`config.mk`:
```
export PLATFORM = sky130hd
export DESIGN_NAME = socr_serial_output_config_regs
export DESIGN_NICKNAME = d
export VERILOG_FILES = /design/src/hw/socr_serial_output_config_regs.v /design/src/hw/socr_byte_reg.v
export VERILOG_INCLUDE_DIRS = /design/src /design/src/hw
export SDC_FILE = /design/constraint.sdc
export NUM_CORES = 1
export LEC_CHECK = 0
export BUFFER_PORTS_ARGS = -buffer_cell sky130_fd_sc_hd__buf_2
export CORE_MARGIN = 3
export CORE_UTILIZATION = 47
export DETAILED_ROUTE_END_ITERATION = 8
export PLACE_DENSITY = 0.87
export SYNTH_ARGS = -nofsm -noshare
export SYNTH_HDL_FRONTEND = slang
export SYNTH_SLANG_ARGS = --single-unit
```
`constraint.sdc`:
```
create_clock -name sys_clk -period 2.6 [get_ports sys_clk]
set_input_delay 0.26 -clock sys_clk [delete_from_list [all_inputs] [get_ports sys_clk]]
set_output_delay 0.26 -clock sys_clk [all_outputs]
set_load 0.05 [all_outputs]
```
`src/hw/socr_map.vh`:
```
`ifndef SOCR_MAP_VH
`define SOCR_MAP_VH
`define SOCR_ADDR_W 8
`define SOCR_SOC_BASE 8'h0c
`define SOCR_DOC_BASE 8'h10
`define SOCR_SOC_WMASK 32'h0000_1343
`define SOCR_SOC_APPMASK 32'h0000_1300
`define SOCR_DOC_WMASK 32'h0000_7d0f
`define SOCR_DOC_APPMASK 32'h0000_7d07
`define SOCR_SOC_RESET 32'h0000_0000
`define SOCR_DOC_RESET 32'h0000_0000
`define SOCR_MODE_LO 0
`define SOCR_MODE_HI 1
`define SOCR_SSYNC_BIT 6
`define SOCR_PIN2_LO 8
`define SOCR_PIN2_HI 9
`define SOCR_GPO_BIT 12
`define SOCR_PAR_BIT 3
`define SOCR_DVAL_LO 0
`define SOCR_DVAL_HI 2
`define SOCR_PIN2_TRI 2'h0
`define SOCR_PIN2_ALARM 2'h1
`define SOCR_PIN2_GPO 2'h2
`define SOCR_PIN2_DUAL 2'h3
`endif

```
`src/hw/socr_serial_output_config_regs.v`:
```
`timescale 1ns/1ps
`include "socr_map.vh"
module socr_serial_output_config_regs (
  input wire sys_clk, // 200 MHz clock
  input wire sys_rst, // async power-on class reset
  input wire appRst, // application reset pulse, same domain
  input wire regWr, // byte write strobe
  input wire [7:0] regAddr, // byte address
  input wire [7:0] regWrData, // write byte
  output reg [7:0] regRdData, // read byte, registered
  input wire [1:0] inputProtocolMode, // input side SPI mode
  input wire alarmIn, // alarm indication
  input wire [15:0] convData, // conversion result
  input wire [3:0] frameFlags, // flags and settings already in the frame
  output reg generalOutputPin, // general output pin
  output reg secondPinOut, // second output pin data
  output reg secondPinOe, // second output pin enable
  output reg dualLane, // two lanes active
  output reg outCpol, // output clock polarity
  output reg outCpha, // output clock phase
  output reg srcSyncMode, // controller-clock protocol active
  output reg useInternalClk, // internal clock selected for output
  output reg [15:0] outWord, // selected output data value
  output reg parityOn, // parity bits appended
  output reg convParity, // even parity over conversion bits
  output reg frameParity, // even parity over frame
  output reg [31:0] dataOutCtl, // data output control register image
  output reg [1:0] outputMode // stored output mode
);
  wire [31:0] socQ;
  wire [31:0] docQ;
  wire [31:0] socW = `SOCR_SOC_WMASK;
  wire [31:0] socA = `SOCR_SOC_APPMASK;
  wire [31:0] docW = `SOCR_DOC_WMASK;
  wire [31:0] docA = `SOCR_DOC_APPMASK;
  genvar i;
  generate
    for (i = 0; i < 4; i = i + 1) begin : gLane
      // lane addresses held at the bus width so the compare is 8 bits on both sides
      localparam [7:0] SOC_ADDR = `SOCR_SOC_BASE + i;
      localparam [7:0] DOC_ADDR = `SOCR_DOC_BASE + i;
      socr_byte_reg uSoc (
        .sys_clk(sys_clk),
        .sys_rst(sys_rst),
        .appRst(appRst),
        .wrEn(regWr && (regAddr == SOC_ADDR)),
        .wrData(regWrData),
        .wMask(socW[8*i+7:8*i]),
        .appMask(socA[8*i+7:8*i]),
        .q_ff(socQ[8*i+7:8*i])
      );
      socr_byte_reg uDoc (
        .sys_clk(sys_clk),
        .sys_rst(sys_rst),
        .appRst(appRst),
        .wrEn(regWr && (regAddr == DOC_ADDR)),
        .wrData(regWrData),
        .wMask(docW[8*i+7:8*i]),
        .appMask(docA[8*i+7:8*i]),
        .q_ff(docQ[8*i+7:8*i])
      );
    end
  endgenerate
  wire [1:0] mode = socQ[`SOCR_MODE_HI:`SOCR_MODE_LO];
  wire [1:0] pin2 = socQ[`SOCR_PIN2_HI:`SOCR_PIN2_LO];
  wire general_output_pin = socQ[`SOCR_GPO_BIT];
  wire [2:0] dval = docQ[`SOCR_DVAL_HI:`SOCR_DVAL_LO];
  reg alarmMeta_ff;
  reg alarmSync_ff;
  reg [7:0] nxt_rd;
  reg [15:0] nxt_word;
  reg nxt_secondOut;
  // alarm comes from a pin outside this clock domain: two flops before any use
  always @(posedge sys_clk or posedge sys_rst) begin
    if (sys_rst) begin
      alarmMeta_ff <= 1'b0;
    end else begin
      alarmMeta_ff <= alarmIn;
    end
  end
  always @(posedge sys_clk or posedge sys_rst) begin
    if (sys_rst) begin
      alarmSync_ff <= 1'b0;
    end else begin
      alarmSync_ff <= alarmMeta_ff;
    end
  end
  always @* begin
    case (regAddr)
      8'h0c: nxt_rd = socQ[7:0];
      8'h0d: nxt_rd = socQ[15:8];
      8'h0e: nxt_rd = 8'h00;
      8'h0f: nxt_rd = 8'h00;
      8'h10: nxt_rd = docQ[7:0];
      8'h11: nxt_rd = docQ[15:8];
      default: nxt_rd = 8'h00;
    endcase
    case (dval)
      3'h4: nxt_word = 16'h0000;
      3'h5: nxt_word = 16'hffff;
      3'h6: nxt_word = 16'haaaa;
      3'h7: nxt_word = 16'hcccc;
      default: nxt_word = convData;
    endcase
    case (pin2)
      `SOCR_PIN2_ALARM: nxt_secondOut = alarmSync_ff;
      `SOCR_PIN2_GPO: nxt_secondOut = general_output_pin;
      default: nxt_secondOut = 1'b0;
    endcase
  end
  always @(posedge sys_clk or posedge sys_rst) begin
    if (sys_rst) begin
      regRdData <= 8'h00;
    end else begin
      regRdData <= nxt_rd;
    end
  end
  always @(posedge sys_clk or posedge sys_rst) begin
    if (sys_rst) begin
      generalOutputPin <= 1'b0;
    end else begin
      generalOutputPin <= general_output_pin;
    end
  end
  always @(posedge sys_clk or posedge sys_rst) begin
    if (sys_rst) begin
      secondPinOut <= 1'b0;
    end else begin
      secondPinOut <= nxt_secondOut;
    end
  end
  always @(posedge sys_clk or posedge sys_rst) begin
    if (sys_rst) begin
      secondPinOe <= 1'b0;
    end else begin
      secondPinOe <= (pin2 != `SOCR_PIN2_TRI);
    end
  end
  always @(posedge sys_clk or posedge sys_rst) begin
    if (sys_rst) begin
      dualLane <= 1'b0;
    end else begin
      dualLane <= (pin2 == `SOCR_PIN2_DUAL);
    end
  end
  // mode 10 is turned into 11 by the host; here it simply behaves as neither follow nor sync
  always @(posedge sys_clk or posedge sys_rst) begin
    if (sys_rst) begin
      outCpol <= 1'b0;
    end else begin
      outCpol <= mode[1] ? 1'b0 : inputProtocolMode[1];
    end
  end
  always @(posedge sys_clk or posedge sys_rst) begin
    if (sys_rst) begin
      outCpha <= 1'b0;
    end else begin
      outCpha <= mode[1] ? 1'b0 : inputProtocolMode[0];
    end
  end
  always @(posedge sys_clk or posedge sys_rst) begin
    if (sys_rst) begin
      srcSyncMode <= 1'b0;
    end else begin
      srcSyncMode <= (mode == 2'h3);
    end
  end
  always @(posedge sys_clk or posedge sys_rst) begin
    if (sys_rst) begin
      useInternalClk <= 1'b0;
    end else begin
      useInternalClk <= (mode == 2'h3) & socQ[`SOCR_SSYNC_BIT];
    end
  end
  always @(posedge sys_clk or posedge sys_rst) begin
    if (sys_rst) begin
      outWord <= 16'h0000;
    end else begin
      outWord <= nxt_word;
    end
  end
  always @(posedge sys_clk or posedge sys_rst) begin
    if (sys_rst) begin
      parityOn <= 1'b0;
    end else begin
      parityOn <= docQ[`SOCR_PAR_BIT];
    end
  end
  always @(posedge sys_clk or posedge sys_rst) begin
    if (sys_rst) begin
      convParity <= 1'b0;
    end else begin
      convParity <= ^nxt_word;
    end
  end
  // frame parity leaves out the conversion parity bit itself
  always @(posedge sys_clk or posedge sys_rst) begin
    if (sys_rst) begin
      frameParity <= 1'b0;
    end else begin
      frameParity <= (^nxt_word) ^ (^frameFlags);
    end
  end
  always @(posedge sys_clk or posedge sys_rst) begin
    if (sys_rst) begin
      dataOutCtl <= 32'h0000_0000;
    end else begin
      dataOutCtl <= docQ;
    end
  end
  always @(posedge sys_clk or posedge sys_rst) begin
    if (sys_rst) begin
      outputMode <= 2'h0;
    end else begin
      outputMode <= mode;
    end
  end
endmodule // socr_serial_output_config_regs

```
`src/hw/socr_byte_reg.v`:
```
`timescale 1ns/1ps
// one byte lane of a register with per-bit write mask and two reset classes
module socr_byte_reg (
  input wire sys_clk, // clock
  input wire sys_rst, // power-on class reset
  input wire appRst, // application reset, synchronous pulse
  input wire wrEn, // write this lane
  input wire [7:0] wrData, // write data
  input wire [7:0] wMask, // writable bits
  input wire [7:0] appMask, // bits cleared by application reset
  output reg [7:0] q_ff // stored value
);
  wire [7:0] nxt_q;
  assign nxt_q = appRst ? (q_ff & ~appMask) :
                 (wrEn ? ((wrData & wMask) | (q_ff & ~wMask)) : q_ff);
  always @(posedge sys_clk or posedge sys_rst) begin
    if (sys_rst) begin
      q_ff <= 8'h00;
    end else begin
      q_ff <= nxt_q;
    end
  end
endmodule // socr_byte_reg

```
=== After elaboration in Yosys (flattened, before gate mapping) ===
Index checks and enable logic that the tools add are counted.

* Output and inout bits: 69
* Flip-flop bits (word level): 87
* Logic and storage cells: 68
* Bits of input ports: 43

* Multiplexer cells: 11
* Reductions and logical operators: 14
* Equality and inequality tests: 12
* Bitwise operators: 7

{| class="wikitable"
|+ Operator list
! kind !! count
|-
| 16-bit one-hot mux with 4 select lines || 1
|-
| 8-bit one-hot mux with 4 select lines || 1
|-
| 8-bit by 4-bit == test with 1-bit output (second input constant) || 2
|-
| 8-bit by 5-bit == test with 1-bit output (second input constant) || 2
|-
| 7-bit by 8-bit OR with 8-bit output || 2
|-
| 16-bit parity || 1
|-
| 7-bit 2-to-1 mux || 2
|-
| 3-bit == test (second input constant) || 4
|-
| 5-bit 2-to-1 mux || 2
|-
| 4-bit by 8-bit OR with 8-bit output || 1
|-
| 5-bit by 8-bit OR with 8-bit output || 1
|-
| 2-bit AND reduction || 4
|-
| 2-bit nonzero test || 4
|-
| 2-bit == test (second input constant) || 3
|-
| 3-bit 2-to-1 mux || 2
|-
| 1-bit logical AND || 4
|-
| 4-bit parity || 1
|-
| 2-bit by 1-bit == test with 1-bit output (second input constant) || 1
|-
| 1-bit 2-to-1 mux || 2
|-
| 1-bit one-hot mux with 2 select lines || 1
|-
| 1-bit bitwise AND || 1
|-
| 1-bit inverter || 1
|-
| 1-bit bitwise XOR || 1
|}

=== Logic depth before layout (Yosys ltp) ===
* Word-level depth: 4
* Mapped depth: 6
* Mapped depth without buffers: 6

=== By module ===
From an unflattened synthesis, not the netlist that was laid out.

* Cells, all modules: 440
* Area, all modules: 5068.6 µm²

{| class="wikitable"
|+ Modules (own cells, without submodules)
! module !! cells each !! sequential area each (µm²) !! area each (µm²) !! times used
|-
| socr_byte_reg || 43 || 200.2 || 426.7 || 6
|-
| socr_serial_output_config_regs || 182 || 1751.7 || 2508.7 || 1
|}

=== Least setup slack after synthesis ===
OpenSTA, ideal clock, no wires.

* Path type: input to register
* Start point: input regAddr[1]
* End point: register gLane[0].uSoc.q_ff[0]
* Arrival: 1443 ps
* Stages on the path: 4
* Setup time: 125 ps
* Path slack: 1032 ps
* Buffers on the path: 0
* Data required time: 2475 ps
* Cell sequence: nor4_4 nand2_2 or4_4 mux2_4

* Longest elaborated chain between the ends: 3

{| class="wikitable"
|+ RTL lines
! element !! line !! RTL
|-
| start: declaration || socr_serial_output_config_regs.v:8 || <nowiki>input wire [7:0] regAddr,</nowiki>
|-
| 8-bit by 4-bit == test with 1-bit output || socr_serial_output_config_regs.v:46 || <nowiki>.wrEn(regWr && (regAddr == SOC_ADDR)),</nowiki>
|-
| 1-bit logical AND || socr_serial_output_config_regs.v:46 ||
|-
| 2-bit AND reduction (no line) || n/a ||
|-
| end signal: assignment || socr_byte_reg.v:20 || <nowiki>q_ff <= nxt_q;</nowiki>
|-
| end: declaration || socr_byte_reg.v:11 || <nowiki>output reg [7:0] q_ff</nowiki>
|}

No other way between the ends.
A chain may end at the register's enable or synchronous reset.

=== Worst setup path after layout ===
* Start point: input regAddr[1]
* End point: register gLane[1].uDoc.q_ff[6]

* Longest elaborated chain between the ends: 3

{| class="wikitable"
|+ RTL lines
! element !! line !! RTL
|-
| 8-bit by 5-bit == test with 1-bit output || socr_serial_output_config_regs.v:56 || <nowiki>.wrEn(regWr && (regAddr == DOC_ADDR)),</nowiki>
|-
| 1-bit logical AND || socr_serial_output_config_regs.v:56 ||
|-
| 2-bit nonzero test (no line) || n/a ||
|-
| end signal: assignment || socr_byte_reg.v:20 ||
|-
| end: declaration || socr_byte_reg.v:11 ||
|}

No other way between the ends.

==> flow_summary_export.csv <==
group,metric,value,unit
outcome,outcome,"completed",
worst_setup_path,reg2reg_depth,3,
clock_network,cts_buffer_depth,2,
clock_network,htreeDepth,3,
worst_setup_path,criticalPathCategory,"in2reg",
detailed_routing,drc_errors,0,
global_route,grt-ovfl-total,0,
synth,ys_ff_latch,64,
power_and_ir_drop,vdd_drop_max,398,uV
worst_setup_path,timing.rr.start,"gLane[0].uDoc.q_ff[2]",
layout,layout_commonest_cell,"buf_2",
floorplanning,rows,26,
sta,fin_hold_ws,0.0349,ns
sta,setup_viol,0,
detailed_routing,routed_wirelength,5180,um
worst_setup_path,path_buf_inv,1,
synth,synth_area_per_cell,12.0,sq um
synth,yosys-top-cells-area,"dfrtp_1 (60%), buf_4 (6.4%), mux2i_1 (6.4%), xnor2_1 (5.9%), nor2_1 (4.5%)",
worst_hold_path,hold_path_end,"alarmMeta_ff",
layout,drive_above_1_share,34.6,%
sta,fin_ws,1.09,ns
sta,fin_tns_setup,0,ns
layout,fill_cells,422,
sta,min_period,1.51,ns
worst_setup_path,crit_path_start_kind,"input port",
floorplanning,die_y,81.5,um
place,routabilityCongestion,0.824,
clock_network,cts-root-buf,"clkbuf_8",
sta,hold_viol,0,
sta,worst_pin_slew,0.626,ns
global_route,grt_pass1_wl,8160,um
layout,utilization,62.1,%
sta,finalCritPeriodShare,58.1,%
synth,yosysUniqueCellTypes,33,
clock_network,cts_tree,"done",
synth,syn_inst,223,
power_and_ir_drop,p_per_area,657,nW/um^2
layout,final_net_count,367,
synth,netlist.area_leader.share,59.8,%
sta,maxSlewViolCount,0,
synth,syn_area,2680,sq um
worst_setup_path,cp_slowest_cell,"nor4_4",
clock_network,cts_resized,0,
worst_setup_path,max_stage_delay,0.43,ns
synth,synthArstFlopShare,100,%
worst_setup_path,required,2.80,ns
place,io_buffers,88,
clock_network,cts.sinks,64,
detailed_routing,first_pass_iters,4,
job,drv_cap,0,
synth,synth-main-ff-cell,"dfrtp_1",
worst_setup_path,end_kind,"register",
floorplanning,pin_count,112,
layout,final_cell_mix,"buf_2 (88), dfrtp_1 (64), nor2_1 (32)",
sta,rsz0062_at_grt,"false",
sta,maxSlewHeadroom,58.3,%
place,dp_hpwl,3910,um
worst_setup_path,rrSetupSlack,1.12,ns
detailed_routing,vias_per_cell,4.51,
global_route,antenna_found_initial,0,
floorplanning,die_w,81.5,um
floorplanning,start_util,50.5,%
place,dp_worst_setup_slack,0.779,ns
synth,synth_edf_count,0,
floorplanning,design.core.area,5300,sq um
layout,area_growth,22.9,%
worst_setup_path,crit_path_max_fanout,6,
worst_setup_path,crit_cells,6,
worst_setup_path,arrival,1.71,ns
worst_hold_path,min-delay-start,"alarmIn",
worst_setup_path,crit_chain,"buf_2 -> nor4_4 -> nand3_1 -> nor2_2 -> mux2i_1 -> nor2_1",
global_route,grtUsageTotal,16.6,%
floorplanning,dieArea,6640,sq um
sta,skew,0.00555,ns
detailed_routing,ant_nets,0,
sta,max_freq,0.662,GHz
synth,yosysTopAreaCell,"dfrtp_1",
worst_setup_path,cp_top_family,"simple AND/OR/NAND/NOR gates",
detailed_routing,first_iter_violations,72,
clock_network,cts_buffers,9,
global_route,grt_pass1_vias,1789,
layout,diodes,0,
global_route,grt_max_degree,25,
synth,ys_seq_area_share,59.8,%
detailed_routing,route.vias.total,1775,
detailed_routing,wl_per_cell,13.1,um
worst_setup_path,worstReg2RegEnd,"outWord[4]",
synth,yosys_warnings,0,
worst_hold_path,holdPathStages,1,
clock_network,clkLatencyLatePin,0.33,ns
worst_hold_path,hold_class,"in2reg",
power_and_ir_drop,p_leak,1.75,nW
clock_network,path_clk_slew,0.06,ns
report_power, final:
part	leakage [nW]	switching, mW	total, mW	internal (mW)
Sequential	0.840	0.00999	1.04	1.03
Clock	0.0838	0.323	0.717	0.395
Combinational	0.827	0.294	0.402	0.107
Yosys cell counts (2+ instances only):
library cell  instances
clkbuf_1              3
nand2_1               6
xor2_1                2
nand3_1               2
mux2i_1              17
inv_1                13
buf_4                23
nor2b_1               3
and2_1                2
xnor2_1              18
mux2_4                3
o21a_1                4
nor2_1               32
ha_1                  4
nor3b_1               2
dfrtp_1              64
o21ai_0               8
a22oi_1               2
how the worst max path moves through the flow:
stage	start	end	slack (ns)
finish	regAddr[1]	gLane[1].uDoc.q_ff[6]	1.09
global placement	regAddr[1]	gLane[0].uSoc.q_ff[1]	0.80
detailed placement	regAddr[1]	gLane[1].uDoc.q_ff[6]	0.78
global route	gLane[0].uDoc.q_ff[2]	outWord[7]	0.92
floorplan	sys_rst	alarmMeta_ff	0.74
CTS	gLane[0].uDoc.q_ff[2]	outWord[0]	1.11
sequential cells by signal, indices dropped and copies added, names as in the netlist:
name / count
secondPinOut: 1
outCpol: 1
convParity: 1
alarmMeta_ff: 1
frameParity: 1
alarmSync_ff: 1
secondPinOe: 1
dualLane: 1
outputMode: 2
gLane.uSoc.q_ff: 6
outCpha: 1
outWord: 16
gLane.uDoc.q_ff: 10
dataOutCtl: 10
regRdData: 8
srcSyncMode: 1
useInternalClk: 1
generalOutputPin: 1
routing by layer:
layer | vias to the layer above | global-route usage [%] | routed length (um)
met5 | - | 0 | 0
met4 | 0 | 10.8 | 154
met3 | 14 | 3.40 | 337
met2 | 72 | 26.7 | 2610
met1 | 824 | 20.1 | 2070
li1 | 865 | - | -
logic make-up after synthesis:
kind of cell	count (synthesis)	synth area share, %
multiplexers	21	8.46
AND/OR/NAND/NOR	56	10.4
flip-flops	64	59.8
XOR/XNOR	20	6.54
buffers and inverters	40	8.83
other	1	0.140
adder cells (fa/ha/maj)	4	1.87
AO/OA/AOI/OAI	17	3.93
layout make-up:
type,count,area (sq um),share of cell area (%)
flip-flops and latches,64,1600,48.7
multi-input cells,141,922,28.0
repair buffers,91,465,14.1
clock buffers,15,166,5.06
well taps,70,87.6,2.66
inverters,13,48.8,1.48
through the flow:
| stage | power, mW | std cells | cell area (sq um) |
|---|---|---|---|
| global route | 2.26 | 394 | 3290 |
| detailed placement | 1.46 | 378 | 3120 |
| floorplan | 1.39 | 245 | 2760 |
| CTS | 2.18 | 394 | 3290 |
| global placement | 1.46 | 378 | 3120 |
| finish | 2.16 | 394 | 3290 |
repair_timing:
action / 4_1_cts / 5_1_grt
setup buffers: 0 / 0
hold buffers: 1 / 0
hold endpoints to repair: 22 / 0
No activity file was read; power rests on OpenSTA's default activity.
